File: config.mk
export PLATFORM = sky130hd
export DESIGN_NAME = fpe_flash_seq
export DESIGN_NICKNAME = d
export VERILOG_FILES = /design/src/rtl/fpe_pkg.sv /design/src/rtl/fpe_flash_seq.sv /design/src/rtl/fpe_serial_rx.sv
export SDC_FILE = /design/constraint.sdc
export NUM_CORES = 1
export LEC_CHECK = 0
export CORE_MARGIN = 1.5
export CORE_UTILIZATION = 60
export DETAILED_ROUTE_END_ITERATION = 16
export DONT_BUFFER_PORTS = 1
export GPL_ROUTABILITY_DRIVEN = 0
export PLACE_DENSITY = 0.76
export SLEW_MARGIN = 0
export SYNTH_ARGS = -nofsm -noshare
export SYNTH_HDL_FRONTEND = slang
export SYNTH_SLANG_ARGS = --single-unit
File: constraint.sdc
create_clock -name pclk -period 7.98 [get_ports pclk]
set_input_delay 0 -clock pclk [delete_from_list [all_inputs] [get_ports pclk]]
set_output_delay 0 -clock pclk [all_outputs]
set_load 0.01 [all_outputs]
File: src/rtl/fpe_pkg.sv
// package for the flash program/erase sequencer: offsets, codes, types
// assumes a 32-bit apb register bus and a two-pin serial programming link
package fpe_pkg;

  // ----------------------------------------------------------------------
  // register offsets (byte addresses)
  // ----------------------------------------------------------------------
  localparam logic [7:0] FPE_OFS_CTRL   = 8'h00;
  localparam logic [7:0] FPE_OFS_KEY    = 8'h04;
  localparam logic [7:0] FPE_OFS_ADR_LO = 8'h08;
  localparam logic [7:0] FPE_OFS_ADR_HI = 8'h0c;
  localparam logic [7:0] FPE_OFS_TABLE_PAGE_REGISTER = 8'h10;
  localparam logic [7:0] FPE_OFS_WRPTR  = 8'h14;
  localparam logic [7:0] FPE_OFS_LATCH  = 8'h18;
  localparam logic [7:0] FPE_OFS_STATUS = 8'h1c;
  localparam logic [7:0] FPE_OFS_GSEG   = 8'h20;
  localparam logic [7:0] FPE_OFS_SERIAL = 8'h24;

  // ----------------------------------------------------------------------
  // fields, reset values, key bytes
  // ----------------------------------------------------------------------
  localparam int unsigned FPE_WR_BIT   = 15;
  localparam logic [15:0] FPE_CTRL_RST = 16'h0000;
  localparam logic [15:0] FPE_GSEG_RST = 16'hffff;
  localparam logic [7:0]  FPE_KEY1     = 8'h55;
  localparam logic [7:0]  FPE_KEY2     = 8'haa;
  localparam int unsigned FPE_ST_REFUSED = 0;
  localparam int unsigned FPE_ROW_WORDS  = 32;
  localparam int unsigned FPE_INSN_W     = 24;
  localparam logic [4:0]  FPE_LAST_IDX   = 5'h1f;
  localparam int unsigned FPE_CMD_W      = 4;
  localparam int unsigned FPE_FRAME_W    = 28;
  localparam logic [4:0]  FPE_FRAME_LAST = 5'h1b;
  localparam logic [3:0]  FPE_CMD_EXEC   = 4'h0;

  // ----------------------------------------------------------------------
  // operation select codes
  // ----------------------------------------------------------------------
  localparam logic [15:0] FPE_C_CFG_WORD   = 16'h4008;
  localparam logic [15:0] FPE_C_DATA_WORD  = 16'h4004;
  localparam logic [15:0] FPE_C_DATA_ROW   = 16'h4005;
  localparam logic [15:0] FPE_C_CODE_ROW   = 16'h4001;
  localparam logic [15:0] FPE_C_BULK       = 16'h407f;
  localparam logic [15:0] FPE_C_ROW_ERASE  = 16'h4071;
  localparam logic [15:0] FPE_C_DROW_ERASE = 16'h4075;
  localparam logic [15:0] FPE_C_DWORD_ERA  = 16'h4074;
  localparam logic [15:0] FPE_C_EXEC_ERASE = 16'h4072;
  localparam logic [15:0] FPE_C_SEG_BSG    = 16'h406e;
  localparam logic [15:0] FPE_C_SEG_SG     = 16'h405e;
  localparam logic [15:0] FPE_C_SEG_G      = 16'h404e;
  localparam logic [15:0] FPE_C_DSEG_B     = 16'h4066;
  localparam logic [15:0] FPE_C_DSEG_S     = 16'h4056;
  localparam logic [15:0] FPE_C_DSEG_G     = 16'h4046;

  typedef enum logic [3:0] {
    FPE_OP_NONE, FPE_OP_CFG_WORD, FPE_OP_DATA_WORD, FPE_OP_DATA_ROW,
    FPE_OP_CODE_ROW, FPE_OP_BULK, FPE_OP_ROW_ERASE, FPE_OP_DROW_ERASE,
    FPE_OP_DWORD_ERASE, FPE_OP_EXEC_ERASE, FPE_OP_SEG_ERASE,
    FPE_OP_DSEG_ERASE
  } fpe_op_t;

  typedef enum logic [1:0] {
    FPE_KEY_LOCKED, FPE_KEY_GOT1, FPE_KEY_UNLOCKED
  } fpe_key_t;

  typedef struct packed {
    logic                  active;
    fpe_op_t               op;
    logic [FPE_INSN_W-1:0] addr;
  } fpe_flash_req_t;

  typedef struct packed {
    logic [FPE_CMD_W-1:0]  cmd;
    logic [FPE_INSN_W-1:0] payload;
  } fpe_serial_t;

  // maps the low 15 bits of the control register onto an operation
  function automatic fpe_op_t fpe_decode(input logic [14:0] c);
    fpe_op_t r;
    r = FPE_OP_NONE;
    case (c)
      FPE_C_CFG_WORD[14:0]:   r = FPE_OP_CFG_WORD;
      FPE_C_DATA_WORD[14:0]:  r = FPE_OP_DATA_WORD;
      FPE_C_DATA_ROW[14:0]:   r = FPE_OP_DATA_ROW;
      FPE_C_CODE_ROW[14:0]:   r = FPE_OP_CODE_ROW;
      FPE_C_BULK[14:0]:       r = FPE_OP_BULK;
      FPE_C_ROW_ERASE[14:0]:  r = FPE_OP_ROW_ERASE;
      FPE_C_DROW_ERASE[14:0]: r = FPE_OP_DROW_ERASE;
      FPE_C_DWORD_ERA[14:0]:  r = FPE_OP_DWORD_ERASE;
      FPE_C_EXEC_ERASE[14:0]: r = FPE_OP_EXEC_ERASE;
      FPE_C_SEG_BSG[14:0],
      FPE_C_SEG_SG[14:0],
      FPE_C_SEG_G[14:0]:      r = FPE_OP_SEG_ERASE;
      FPE_C_DSEG_B[14:0],
      FPE_C_DSEG_S[14:0],
      FPE_C_DSEG_G[14:0]:     r = FPE_OP_DSEG_ERASE;
      default:                r = FPE_OP_NONE;
    endcase
    return r;
  endfunction

endpackage

File: src/rtl/fpe_flash_seq.sv
// flash program/erase sequencer: apb registers, unlock key, cycle control
// assumes an apb master on pclk and a flash array that follows flash_req
//
// Function
// - code 0x4008 writes a config word, 0x4004 a data word
// - code 0x4005 writes a 16-word data row, 0x4001 a 32-word code row
// - the cycle-start bit ignores a set without a prior unlock
// - key 0x55 then 0xaa unlocks the cycle-start bit
// - key bytes are accepted whatever register sourced them
// - setting start once unlocked begins the selected operation
// - clearing start ends the cycle; the device does not time it
// - code 0x407f bulk-erases all memories and code-protect bits
// - in low supply segment config registers cannot be erased
// - general segment bits return to one only by bulk or segment erase
// - serial command code shifts least significant bit first
// - code row programs 32 words from fully loaded write latches
// - code 0x4071 erases one 32-word code row
// - code 0x4075 erases a 16-word data row, 0x4074 one data word
//
// Our own choices: the APB slave port and the register addresses.
`timescale 1ns/10ps
module fpe_flash_seq
  import fpe_pkg::*;
(
  input  wire logic        pclk,
  input  wire logic        presetn,
  input  wire logic [7:0]  paddr,
  input  wire logic        psel,
  input  wire logic        penable,
  input  wire logic        pwrite,
  input  wire logic [31:0] pwdata,
  output logic      [31:0] prdata,
  output logic             pready,
  output logic             pslverr,
  input  wire logic        programming_clock_pin,
  input  wire logic        programming_data_pin,
  input  wire logic        low_supply_pin,
  input  wire logic [4:0]  latch_rd_idx,
  output logic      [23:0] latch_rd_data,
  output fpe_flash_req_t   flash_req
);

  // ----------------------------------------------------------------------
  // state
  // ----------------------------------------------------------------------
  logic [15:0]           ctrl, next_ctrl;
  fpe_key_t              key_st, next_key_st;
  logic [15:0]           adr_lo, next_adr_lo;
  logic [7:0]            adr_hi, next_adr_hi;
  logic [7:0]            table_page_register, next_table_page_register;
  logic [15:0]           wrptr, next_wrptr;
  logic [FPE_INSN_W-1:0] latch [FPE_ROW_WORDS];
  logic [FPE_INSN_W-1:0] next_latch [FPE_ROW_WORDS];
  logic [4:0]            lidx, next_lidx;
  logic                  lfull, next_lfull;
  logic                  refused, next_refused;
  logic [15:0]           gseg, next_gseg;
  fpe_serial_t           ser, next_ser;
  fpe_flash_req_t        next_req;
  logic [31:0]           next_prdata;
  logic                  next_pready, next_pslverr;
  logic [23:0]           next_lrd;
  logic                  low_s1, low_sync;
  fpe_serial_t           rx_word;
  logic                  rx_valid;
  logic                  setup, wr_acc;
  fpe_op_t               op;
  logic                  ok;

  fpe_serial_rx u_rx (
    .pclk                  (pclk),
    .presetn               (presetn),
    .programming_clock_pin (programming_clock_pin),
    .programming_data_pin  (programming_data_pin),
    .rx_word               (rx_word),
    .rx_valid              (rx_valid)
  );

  always_ff @(posedge pclk or negedge presetn) begin
    if (!presetn) begin
      low_s1   <= 1'b0;
      low_sync <= 1'b0;
    end else begin
      low_s1   <= low_supply_pin;
      low_sync <= low_s1;
    end
  end

  assign setup  = psel & ~penable;
  assign wr_acc = psel & penable & pready & pwrite;

  // ----------------------------------------------------------------------
  // next-state logic
  // ----------------------------------------------------------------------
  always_comb begin
    next_ctrl    = ctrl;
    next_key_st  = key_st;
    next_adr_lo  = adr_lo;
    next_adr_hi  = adr_hi;
    next_table_page_register  = table_page_register;
    next_wrptr   = wrptr;
    next_latch   = latch;
    next_lidx    = lidx;
    next_lfull   = lfull;
    next_refused = refused;
    next_gseg    = gseg;
    next_ser     = ser;
    next_req     = flash_req;
    next_prdata  = prdata;
    next_pready  = 1'b0;
    next_pslverr = 1'b0;
    next_lrd     = latch[latch_rd_idx];
    op           = FPE_OP_NONE;
    ok           = 1'b0;
    // read data is prepared in the setup cycle; zero wait states
    if (setup) begin
      next_pready = 1'b1;
      next_prdata = 32'h0000_0000;
      case (paddr)
        FPE_OFS_CTRL:   next_prdata[15:0] = ctrl;
        FPE_OFS_KEY:    next_prdata = 32'h0000_0000;
        FPE_OFS_ADR_LO: next_prdata[15:0] = adr_lo;
        FPE_OFS_ADR_HI: next_prdata[7:0] = adr_hi;
        FPE_OFS_TABLE_PAGE_REGISTER: next_prdata[7:0] = table_page_register;
        FPE_OFS_WRPTR:  next_prdata[15:0] = wrptr;
        FPE_OFS_LATCH:  next_prdata[4:0] = lidx;
        FPE_OFS_STATUS: next_prdata[12:0] = {lidx, 2'b00, low_sync,
                          lfull, flash_req.active,
                          key_st == FPE_KEY_GOT1,
                          key_st == FPE_KEY_UNLOCKED, refused};
        FPE_OFS_GSEG:   next_prdata[15:0] = gseg;
        FPE_OFS_SERIAL: next_prdata[27:0] = ser;
        default:        next_pslverr = 1'b1;
      endcase
    end
    if (rx_valid) begin
      next_ser = rx_word;
    end
    if (wr_acc) begin
      case (paddr)
        FPE_OFS_KEY: begin
          // only the value counts, never the source of the write
          if (key_st == FPE_KEY_LOCKED && pwdata[7:0] == FPE_KEY1) begin
            next_key_st = FPE_KEY_GOT1;
          end else if (key_st == FPE_KEY_GOT1 &&
                       pwdata[7:0] == FPE_KEY2) begin
            next_key_st = FPE_KEY_UNLOCKED;
          end else if (key_st != FPE_KEY_UNLOCKED) begin
            next_key_st = FPE_KEY_LOCKED;
          end
        end
        FPE_OFS_ADR_LO: next_adr_lo = pwdata[15:0];
        FPE_OFS_ADR_HI: next_adr_hi = pwdata[7:0];
        FPE_OFS_TABLE_PAGE_REGISTER: next_table_page_register = pwdata[7:0];
        FPE_OFS_WRPTR: begin
          next_wrptr = pwdata[15:0];
          next_lidx  = 5'h00;
          next_lfull = 1'b0;
        end
        FPE_OFS_LATCH: begin
          if (!flash_req.active) begin
            next_latch[lidx] = pwdata[FPE_INSN_W-1:0];
            next_lidx        = lidx + 5'h01;
            if (lidx == FPE_LAST_IDX) begin
              next_lfull = 1'b1;
            end
          end
        end
        FPE_OFS_STATUS: begin
          if (pwdata[FPE_ST_REFUSED]) begin
            next_refused = 1'b0;
          end
        end
        FPE_OFS_CTRL: begin
          if (!flash_req.active) begin
            next_ctrl[14:0] = pwdata[14:0];
          end
          if (pwdata[FPE_WR_BIT]) begin
            next_key_st = FPE_KEY_LOCKED;
            if (key_st == FPE_KEY_UNLOCKED && !flash_req.active) begin
              op = fpe_decode(next_ctrl[14:0]);
              ok = (op != FPE_OP_NONE) &&
                   !(low_sync && (op == FPE_OP_SEG_ERASE ||
                                  op == FPE_OP_BULK)) &&
                   !(op == FPE_OP_CODE_ROW && !lfull);
              if (ok) begin
                next_ctrl[FPE_WR_BIT] = 1'b1;
                next_req.active = 1'b1;
                next_req.op     = op;
                if (op == FPE_OP_ROW_ERASE || op == FPE_OP_DROW_ERASE ||
                    op == FPE_OP_DWORD_ERASE) begin
                  next_req.addr = {adr_hi, adr_lo};
                end else begin
                  next_req.addr = {table_page_register, wrptr};
                end
                if (op == FPE_OP_CFG_WORD) begin
                  next_gseg = gseg & latch[0][15:0];
                end else if (op == FPE_OP_BULK ||
                             op == FPE_OP_SEG_ERASE) begin
                  next_gseg = FPE_GSEG_RST;
                end
              end else begin
                next_refused = 1'b1;
              end
            end
            // without an unlock the start bit stays as it was
          end else if (flash_req.active) begin
            next_ctrl[FPE_WR_BIT] = 1'b0;
            next_req.active       = 1'b0;
            if (flash_req.op == FPE_OP_CODE_ROW) begin
              next_lidx  = 5'h00;
              next_lfull = 1'b0;
            end
          end
        end
        default: ;
      endcase
    end
  end

  always_ff @(posedge pclk or negedge presetn) begin
    if (!presetn) begin
      ctrl          <= FPE_CTRL_RST;
      key_st        <= FPE_KEY_LOCKED;
      adr_lo        <= 16'h0000;
      adr_hi        <= 8'h00;
      table_page_register        <= 8'h00;
      wrptr         <= 16'h0000;
      latch         <= '{default: '0};
      lidx          <= 5'h00;
      lfull         <= 1'b0;
      refused       <= 1'b0;
      gseg          <= FPE_GSEG_RST;
      ser           <= '0;
      flash_req     <= '0;
      prdata        <= 32'h0000_0000;
      pready        <= 1'b0;
      pslverr       <= 1'b0;
      latch_rd_data <= 24'h00_0000;
    end else begin
      ctrl          <= next_ctrl;
      key_st        <= next_key_st;
      adr_lo        <= next_adr_lo;
      adr_hi        <= next_adr_hi;
      table_page_register        <= next_table_page_register;
      wrptr         <= next_wrptr;
      latch         <= next_latch;
      lidx          <= next_lidx;
      lfull         <= next_lfull;
      refused       <= next_refused;
      gseg          <= next_gseg;
      ser           <= next_ser;
      flash_req     <= next_req;
      prdata        <= next_prdata;
      pready        <= next_pready;
      pslverr       <= next_pslverr;
      latch_rd_data <= next_lrd;
    end
  end

  logic ctrl_wr;
  assign ctrl_wr = wr_acc && paddr == FPE_OFS_CTRL;
endmodule

File: src/rtl/fpe_serial_rx.sv
// serial instruction receiver on the two-pin programming link
// assumes link pins are asynchronous to pclk and much slower than it
`timescale 1ns/10ps
module fpe_serial_rx
  import fpe_pkg::*;
(
  input  wire logic        pclk,
  input  wire logic        presetn,
  input  wire logic        programming_clock_pin,
  input  wire logic        programming_data_pin,
  output fpe_serial_t      rx_word,
  output logic             rx_valid
);

  // ----------------------------------------------------------------------
  // pin synchronisers
  // ----------------------------------------------------------------------
  logic             clk_s1, clk_s2, clk_s3;
  logic             dat_s1, dat_s2;
  logic [FPE_FRAME_W-1:0] sr, next_sr;
  logic [4:0]       cnt, next_cnt;
  logic             next_valid;
  logic             rise;

  always_ff @(posedge pclk or negedge presetn) begin
    if (!presetn) begin
      clk_s1 <= 1'b0;
      clk_s2 <= 1'b0;
      clk_s3 <= 1'b0;
      dat_s1 <= 1'b0;
      dat_s2 <= 1'b0;
    end else begin
      clk_s1 <= programming_clock_pin;
      clk_s2 <= clk_s1;
      clk_s3 <= clk_s2;
      dat_s1 <= programming_data_pin;
      dat_s2 <= dat_s1;
    end
  end

  // ----------------------------------------------------------------------
  // shifter: command then payload, each least significant bit first
  // ----------------------------------------------------------------------
  assign rise = clk_s2 & ~clk_s3;

  always_comb begin
    next_sr    = sr;
    next_cnt   = cnt;
    next_valid = 1'b0;
    if (rise) begin
      next_sr = {dat_s2, sr[FPE_FRAME_W-1:1]};
      if (cnt == FPE_FRAME_LAST) begin
        next_cnt   = 5'h00;
        next_valid = 1'b1;
      end else begin
        next_cnt = cnt + 5'h01;
      end
    end
  end

  always_ff @(posedge pclk or negedge presetn) begin
    if (!presetn) begin
      sr       <= '0;
      cnt      <= 5'h00;
      rx_valid <= 1'b0;
    end else begin
      sr       <= next_sr;
      cnt      <= next_cnt;
      rx_valid <= next_valid;
    end
  end

  assign rx_word = fpe_serial_t'({sr[FPE_CMD_W-1:0],
                                  sr[FPE_FRAME_W-1:FPE_CMD_W]});

endmodule

======== After elaboration in Yosys (flattened, before gate mapping) ========
Index checks and enable logic that the tools add are counted.
W data, S select, Z words.
word-level totals
  flip-flop bits (word level) ............. 1009
  bits in latches ......................... 0
  memory bits (writable) .................. 0
  bits in read-only memories .............. 0
  input port bits ......................... 53
  output and inout port bits .............. 87
  memories ................................ 0
cells by class
  add/sub/neg operators ................... 2
  multiply operators ...................... 0
  div/mod/pow operators ................... 0
  order comparisons ....................... 3
  equal/unequal tests ..................... 51
  shifts and indexed selects .............. 0
  muxes and demuxes ....................... 56
  bitwise logic cells ..................... 11
  reduce and logical (&&, ||, !) cells .... 40
operators with widths
  kind                    count
  $bwmux W768             1
  $eq A15 B15 Y1 const B  15
  $bmux W24 S5            1
  $demux W24 S5           1
  $mux W24                4
  $mux W29                2
  $mux W15                3
  $pmux W5 S9             1
  $pmux W4 S11            1
  $eq A8 B5 Y1 const B    4
  $mux W16                2
  $pmux W5 S6             1
  $mux W5                 5
  $pmux W3 S8             1
  $eq A4 B3 Y1 const B    5
  $ne A2 B2 Y1 const B    10
  $mux W1                 19
  $reduce_and A6 Y1       3
  $and A16 B16 Y16        1
  $eq A8 B4 Y1 const B    2
  $eq A8 B6 Y1 const B    2
  $mux W4                 4
  $pmux W3 S5             1
  $pmux W5 S3             1
  36 further kinds        73

======== Longest topological paths before layout ========
Gate-level depths: netlist of run 1.
  word-level depth ........................ 21
  depth in mapped cells ................... 11

======== Modules after synthesis ========
From an unflattened synthesis of run 1, not the netlist that was laid out.
unflattened totals
  cell total of the unflattened synthesis .. 2946
  area, all modules ....................... 45080.7 um^2
by module, submodules not included
  module         times used  cells an instance  area an instance (um^2)
  fpe_flash_seq  1           2797               43634.3
  fpe_serial_rx  1           149                1446.4

======== Worst setup path after synthesis of run 1 ========
No wires, ideal clock.
  path kind ............................... reg2reg
  start ................................... register flash_req[28] (netlist bit)
  end ..................................... register flash_req[17] (netlist bit)
  library setup time ...................... 0.125 ns
  arrival time ............................ 2.842 ns
  data required time ...................... 7.855 ns
  slack ................................... 5.013 ns
  stages on the path, launching flop included .. 12
  buffers on the path ..................... 4
  period minus slack after synthesis ...... 2.967 ns
  cell sequence ........................... dfrtp_1 -> buf_6 -> buf_2 -> mux2_2 -> and3_1 -> a2bb2oi_1 -> o2111ai_1 -> or3_1 -> o211ai_1 -> buf_2 -> buf_4 -> mux2_2
on the way
  longest elaborated chain between the ends .. 17
  elaborated cells on any way between the ends .. 45
  classes of those cells .................. 21 x eq/ne; 9 x mux; 15 x reduce/logical
ends and longest elaborated chain
  what                                                 RTL line                                    text
  from (decl)                                          fpe_flash_seq.sv:40                         output fpe_flash_req_t flash_req
  from (signal assigned)                               fpe_flash_seq.sv:253                        flash_req <= next_req;
  $mux W15                                             fpe_flash_seq.sv:175                        if (!flash_req.active) begin
  $mux W15                                             fpe_flash_seq.sv:140                        case (paddr)
  $mux W15                                             fpe_flash_seq.sv:139                        if (wr_acc) begin
  $eq A15 B15 Y1                                       fpe_pkg.sv:81                               case (c)
  $reduce_or A3 Y1                                     fpe_pkg.sv:81
  $pmux W4 S11                                         fpe_pkg.sv:81
  $mux W4                                              fpe_flash_seq.sv:180                        if (key_st == FPE_KEY_UNLOCKED && !flash_req.active) begin
  $mux W4                                              fpe_flash_seq.sv:178                        if (pwdata[FPE_WR_BIT]) begin
  $mux W4                                              fpe_flash_seq.sv:140
  $mux W4                                              fpe_flash_seq.sv:139
  $eq A4 B3 Y1 / $eq A4 B4 Y1 (equally long branches)  fpe_flash_seq.sv:184, fpe_flash_seq.sv:183
  $logic_or A1 B1 Y1                                   fpe_flash_seq.sv:183                        !(low_sync && (op == FPE_OP_SEG_ERASE ||
  $logic_and A1 B1 Y1                                  fpe_flash_seq.sv:183
  $logic_not A1 Y1                                     fpe_flash_seq.sv:183
  $logic_and A1 B1 Y1                                  fpe_flash_seq.sv:182                        ok = (op != FPE_OP_NONE) &&
  $logic_and A1 B1 Y1                                  fpe_flash_seq.sv:184                        op == FPE_OP_BULK)) &&
  $reduce_and A5 Y1 (no line)                          n/a
Parallel ways exist; a longest one is shown, timed or not. The select of a mux whose other input is x is not followed.
A chain may end at the register's enable or synchronous reset.

======== Final worst setup path of run 1 ========
  start ................................... register pready
  end ..................................... register latch[14] (netlist bit)
on the way
  longest elaborated chain between the ends .. 3
ends and longest elaborated chain
  what                         RTL line              text
  from (decl)                  fpe_flash_seq.sv:33   output logic pready,
  from (signal assigned)       fpe_flash_seq.sv:255  pready <= next_pready;
  $and A1 B1 Y1 (2 in series)  fpe_flash_seq.sv:90   assign wr_acc = psel & penable & pready & pwrite;
  $reduce_and A3 Y1 (no line)  n/a
  to (signal assigned)         fpe_flash_seq.sv:247  latch <= next_latch;
  to (decl)                    fpe_flash_seq.sv:52   logic [FPE_INSN_W-1:0] latch [FPE_ROW_WORDS];
Every way passes these cells.

==> flow_summary_export.csv, run 1 <==
group,metric,value,unit
run_status,status,"complete, no violations",
cts,htreeDepth,3,
synthesis,synth_cell_type_count,63,
route,drc,0,
die,core,74400,um^2
route,vias_per_cell,6.62,
worst_setup_path,arrival,5.18,ns
route,routedWlPerCell,29.1,um
worst_setup_path,critPathLaunchType,"flip-flop",
worst_setup_path,criticalPathCategory,"flip-flop to flip-flop",
route,dr.pass1.iters,7,
synthesis,ys_seq_area_share,56.0,%
global_route,grt_pass1_wl,178000,um
synthesis,synth_area_leaders,"dfrtp_1 (55%), mux2_2 (23%), mux4_2 (12%)",
worst_setup_path,crit_family,"simple AND/OR/NAND/NOR gates",
worst_setup_path,max_stage_delay,0.81,ns
synthesis,ys.flop_type,"dfrtp_1",
placement,dp_hpwl,62200,um
sta,timing.fmax,216,MHz
hold_path,hold_class,"primary input to flip-flop",
cts,clockBufferDepth,3,
die,initial_utilization,60.6,%
sta,hold_ws,0.0476,ns
global_route,grt_max_degree,1010,
synthesis,yosysWarnings,0,
finish,layout-drive-gt1-share,48.4,%
worst_setup_path,r2r_start,"pready",
cts,clock_sinks,1009,
sta,finalCriticalPeriod,4.63,ns
route,num_vias,26500,
route,ant_nets,0,
worst_setup_path,path_buf_inv,3,
placement,portBuffers,0,
hold_path,hold_start,"penable",
route,wl,117000,um
synthesis,avgSynthCellArea,15.3,um^2
job,drv_cap,0,
die,io_pins,140,
pwr,power_leakage,24.6,nW
finish,final_common_cell,"dfrtp_1",
synthesis,synth-seq-cells,1009,
global_route,antenna_found_initial,5,
finish,final_cell_mix,"dfrtp_1 (993), mux2_2 (937), mux4_2 (240), nand2_1 (157), clkbuf_16 (104)",
sta,hold_viol_final,0,
synthesis,syn_area,45100,um^2
worst_setup_path,crit_fanout,24,
worst_setup_path,rr_worst_depth,8,
hold_path,hold_path_end,"refused",
pwr,pwr_density_cell,209,nW/um^2
worst_setup_path,required,8.54,ns
worst_setup_path,regToRegEndpoint,"latch[14]",
die,die_w,277,um
cts,cts_tree,"yes",
finish,synthToLayoutAreaGrowth,12.5,%
cts,clk_latency,0.69,ns
sta,slew_headroom,12.2,%
die,die_h,277,um
cts,root_buffer,"clkbuf_16",
worst_setup_path,crit_chain,"nand4_1 > dlygate4sd3_1 > nor3_1 > nand2_1 > nor2_4 > buf_4 > mux2_2 > dlygate4sd3_1",
die,placementRows,100,
sta,setup_viol_count_final,0,
cts,post_cts_buffers,0,
sta,maxSlewViolCount,0,
synthesis,synth_top_area_share,55.0,%
finish,fill_cells,4834,
cts,clk_pin_slew_worst_paths,0.06,ns
synthesis,syn_inst,2948,
synthesis,synthArstFlopShare,100,%
worst_setup_path,endpoint_kind,"flip-flop",
synthesis,synth-edff-count,0,
global_route,grt_pass1_vias,28500,
global_route,grt-ovfl-total,0,
die,die-area,76900,um^2
global_route,grt_usage,30.9,%
sta,tightest_slew,1.32,ns
worst_setup_path,ff2ff_setup_slack,3.35,ns
worst_setup_path,crit_top_cell,"dlygate4sd3_1",
sta,rsz0062_at_grt,"no",
pwr,max-vdd-ir-drop,0.159,mV
sta,min_period_over_period,58.0,%
finish,layout.nets,3006,
hold_path,hold_depth,4,
route,drt_iter0_markers,2377,
synthesis,yosys.area.top_type,"dfrtp_1",
sta,setup_tns,0,ns
cts,cts_buffers,104,
worst_setup_path,cp_slowest_cell,"nor3_1",
sta,finalClockSkew,0.0448,ns
[timing repair]
| item | CTS | global route |
|---|---|---|
| hold endpoints to repair | 1922 | 532 |
| gates resized for setup | 0 | 0 |
| hold buffers | 101 | 4 |
[sequential cells by signal (all words and copies together) (netlist names), 24 cells and up]
register	flops
flash_req	29
latch	768
latch_rd_data	24
prdata	28
ser	28
u_rx.sr	28
[cell families (layout without fill, tap and decap cells)]
family | after synthesis | count (layout) | synth area share [%]
mux | 1188 | 1188 | 35.6
flops | 1009 | 1009 | 56.0
simple gates | 294 | 294 | 2.97
buf+inv | 289 | 373 | 2.64
compound gates | 160 | 160 | 2.63
fa+ha+maj | 6 | 6 | 0.166
other cells | 1 | 11 | 0.00831
xor+xnor | 1 | 1 | 0.0194
[per-layer routing]
layer  part of all wire [%]  track usage (%)  wire length [um]  vias to the layer above
met5                  0.033                0                38                        -
met4                    4.0             13.5              4610                        6
met3                    6.8             6.02              7870                      281
met2                     49             50.2             56900                      997
met1                     40             41.0             47100                    14300
li1                       -                -                 -                    10900
[stage by stage]
stage	power (mW)	setup WS [ns]	instance area, um^2	utilization (%)	cells
floorplan	5.48	5.01	45200	-	2951
global placement	5.41	3.95	45800	61.5	3701
detailed placement	5.42	3.80	45800	61.5	3701
CTS	10.5	3.50	50600	68.0	3996
global route	10.9	3.26	50800	68.2	4009
finish	10.6	3.35	50800	68.2	4011
[power by group]
group	internal, mW	switching [mW]	total [mW]
clock network	2.92	2.08	5.00
logic	0.133	0.266	0.399
registers	5.15	0.0390	5.19
total	8.21	2.38	10.6
[synthesized netlist by cell type, types with 5 or more instances]
master,count
a21oi_1,20
a221oi_1,5
a222oi_1,14
a22o_1,11
a22oi_1,7
a31oi_1,8
and3_1,7
buf_1,32
buf_2,55
buf_4,6
clkbuf_1,167
dfrtp_1,993
dfstp_2,16
ha_1,6
inv_1,26
mux2_2,937
mux2i_1,9
mux4_2,240
nand2_1,157
nand3_1,28
nand3b_1,5
nand4_1,5
nor2_1,46
nor3_1,9
nor4_1,8
nor4b_1,6
o2111ai_1,5
o21a_1,21
o21ai_0,27
o31ai_1,17
[worst max-delay path by stage]
stage                                to  slack (ns)          start  cells past startpoint
final                         latch[14]        3.35         pready                      8
after global routing          latch[14]        3.26         pready                      8
after CTS                     latch[14]        3.50         pready                      8
after detailed placement     latch[590]        3.80       paddr[5]                      7
after global placement       latch[592]        3.95       paddr[5]                      7
after floorplan           flash_req[17]        5.01  flash_req[28]                     11
[area by class of cell]
class	count	area, um^2	share of cell area (%)
sequential	1009	25300	49.8
multi-input combinational	1653	18900	37.2
clock buffer	142	2900	5.70
timing repair buffer	152	1750	3.44
tap	969	1210	2.39
clock inverter	52	648	1.28
inverter	27	101	0.200
antenna	7	17.5	0.0345
[tightest hold or removal path: stages]
cell and delay [ns]:
and4_1 0.28, nand3_1 0.13, nor2_1 0.08, a22o_1 0.21
No activity file was read; power rests on OpenSTA's default activity.
==> run 2, diff against run 1 <==
--- a/config.mk
+++ b/config.mk
@@ -6,7 +6,7 @@
 export NUM_CORES = 1
 export LEC_CHECK = 0
 export CORE_MARGIN = 1.5
-export CORE_UTILIZATION = 60
+export CORE_UTILIZATION = 58
 export DETAILED_ROUTE_END_ITERATION = 16
 export DONT_BUFFER_PORTS = 1
 export GPL_ROUTABILITY_DRIVEN = 0
==> constraint.sdc (replaced) <==
create_clock -name pclk -period 4.2 [get_ports pclk]
set_input_delay 0 -clock pclk [delete_from_list [all_inputs] [get_ports pclk]]
set_output_delay 0 -clock pclk [all_outputs]
set_load 0.01 [all_outputs]
==> run 2 against run 1 <==
  * The run now ends with hold timing, slew limit left
  * Clock power is 100% higher
  * Register-to-register slack lost 3.1 ns
  * Via count is 0.26% lower
  * Clock skew up 0.0048 ns
  * Sequential share of layout area decreased by 0.35 points
  * Utilization shrank 2.0 points
  * Design area grew 0.70%
  * Critical path type is now primary input to flip-flop
==> flow_summary_export.csv, run 2 (synthesized netlist as in run 1, its figures left out) <==
group,metric,value,unit
run_status,status,"finished with violations",
run_status,violations,"hold timing, slew limit",
pwr,pwr_density_cell,404,nW/um^2
finish,layout.nets,3013,
cts,htreeDepth,3,
pwr,clockPowerShare,48.7,%
global_route,grt_pass1_vias,28300,
worst_setup_path,path_buf_inv,4,
pwr,combPwrFrac,3.5,%
worst_setup_path,criticalPathCategory,"primary input to flip-flop",
cts,clock_sinks,1009,
sta,hold_viol_final,54,
pwr,max-vdd-ir-drop,0.450,mV
finish,final_cell_mix,"dfrtp_1 (993), mux2_2 (937), mux4_2 (240), nand2_1 (157), clkbuf_16 (102)",
placement,portBuffers,0,
worst_setup_path,r2r_start,"flash_req[28]",
route,drc,0,
finish,synthToLayoutAreaGrowth,13.3,%
worst_setup_path,rr_worst_depth,8,
die,io_pins,140,
worst_setup_path,cp_slowest_cell,"dlygate4sd3_1",
finish,layout-drive-gt1-share,48.7,%
finish,final_common_cell,"dfrtp_1",
cts,cts_tree,"yes",
finish,fill_cells,5108,
die,die-area,79500,um^2
worst_setup_path,arrival,4.64,ns
finish,reg.largest.list,"latch (768), flash_req (29)",
sta,setup_viol_count_final,0,
pwr,p_int,16.1,mW
finish,largest_reg_flops,768,
worst_setup_path,required,4.77,ns
pwr,power_leakage,24.7,nW
route,wl,113000,um
global_route,grt_usage,29.3,%
sta,hold_ws,-0.0410,ns
die,initial_utilization,58.5,%
worst_setup_path,endpoint_kind,"flip-flop",
route,dr.pass1.iters,6,
worst_setup_path,crit_fanout,18,
worst_setup_path,ff2ff_setup_slack,0.24,ns
pwr,p_seq_share,47.8,%
sta,maxSlewViolCount,194,
die,die_h,282,um
sta,finalClockSkew,0.0496,ns
cts,clk_pin_slew_worst_paths,0.07,ns
route,ant_nets,0,
pwr,power.switching,4.52,mW
cts,root_buffer,"clkbuf_16",
job,drv_cap,0,
worst_setup_path,crit_family,"buffers and inverters",
die,die_w,282,um
global_route,grt_pass1_wl,175000,um
placement,dp_hpwl,63200,um
sta,min_period_over_period,96.7,%
die,core,77200,um^2
sta,rsz0062_at_grt,"no",
route,num_vias,26500,
pwr,p_sw_share,21.9,%
sta,timing.fmax,246,MHz
cts,clk_latency,0.69,ns
sta,slew_headroom,-2.28,%
worst_setup_path,critPathLaunchType,"primary input",
hold_path,hold_class,"primary input to asynchronous set/reset pin",
global_route,grt-ovfl-total,0,
worst_setup_path,crit_chain,"dlygate4sd3_1 > nor2b_1 > nand3_1 > nor3_1 > buf_4 > nand2_1 > nor2_4 > buf_4 > mux2_2 > dlygate4sd3_1",
sta,setup_tns,0,ns
finish,largest-register,"latch",
global_route,grt_max_degree,1010,
route,vias_per_cell,6.47,
worst_setup_path,regToRegEndpoint,"latch[586]",
global_route,antenna_found_initial,8,
worst_setup_path,crit_cells,10,
cts,clockBufferDepth,3,
cts,cts_buffers,102,
route,drt_iter0_markers,2374,
sta,tightest_slew,1.53,ns
route,routedWlPerCell,27.7,um
worst_setup_path,max_stage_delay,0.87,ns
die,placementRows,102,
sta,finalCriticalPeriod,4.06,ns
==> run 2: cell types whose count changed in the layout (fill, tap and decap cells not counted), moves of 2 or more <==
cell / previous run / this run
buf_12: 16 / 14
buf_4: 43 / 56
bufinv_16: 11 / 18
clkbuf_1: 23 / 17
clkbuf_16: 104 / 102
clkbuf_8: 15 / 28
clkinv_16: 1 / 3
clkinv_2: 26 / 13
clkinv_4: 3 / 0
diode_2: 7 / 9
inv_16: 3 / 1
==> run 2: cell type report <==
cell class                      instances  area (um^2)  area share [%]
Sequential cell                      1009        25300            49.4
Multi-Input combinational cell       1653        18900            37.0
Clock buffer                          147         3000            5.87
Timing Repair Buffer                  161         1770            3.46
Tap cell                             1040         1300            2.54
Clock inverter                         43          779            1.52
Inverter                               27          101           0.198
Antenna cell                            9         22.5          0.0440
==> run 2: worst max-delay path by stage <==
stage / from / slack (ns) / end
after floorplan: flash_req[28] / 1.23 / flash_req[17]
after global placement: flash_req[28] / 0.74 / flash_req[11]
after detailed placement: paddr[5] / 0.57 / latch[619]
after CTS: paddr[5] / 0.11 / latch[586]
after global routing: paddr[2] / 0.12 / latch[586]
final: paddr[2] / 0.14 / latch[586]
==> run 2: repair_timing <==
action | 4_1_cts | 5_1_grt
resized for setup | 0 | 1
hold endpoints to repair | 1921 | 621
endpoints found under the setup margin | 0 | 1
hold buffers | 97 | 4
buffers inserted | 0 | 0
==> run 2: power groups by stage <==
| stage | logic [mW] | clock network, mW | registers (mW) |
|---|---|---|---|
| after global routing | 0.799 | 10.6 | 9.87 |
| after global placement | 0.239 | 0 | 10.0 |
| after floorplan | 0.406 | 0 | 10.0 |
| final | 0.732 | 10.1 | 9.87 |
| after CTS | 0.521 | 10.2 | 9.86 |
| after detailed placement | 0.251 | 0 | 10.0 |
==> run 2: stage by stage <==
step	cell area, um^2	power [mW]	setup WS [ns]	instances	utilization [%]
after floorplan	45200	10.4	1.23	2951	-
after global placement	46000	10.3	0.745	3785	59.6
after detailed placement	46000	10.3	0.571	3785	59.6
after CTS	51000	20.5	0.110	4072	66.0
after global routing	51100	21.3	0.124	4086	66.2
final	51100	20.7	0.139	4089	66.2
==> run 2: metal layers <==
layer	vias to the layer above	global-route usage (%)	share of wire, %
met5	-	0	0.0062
met4	2	12.7	4.5
met3	300	5.77	6.7
met2	994	47.4	48
met1	14200	38.9	41
li1	10900	-	-
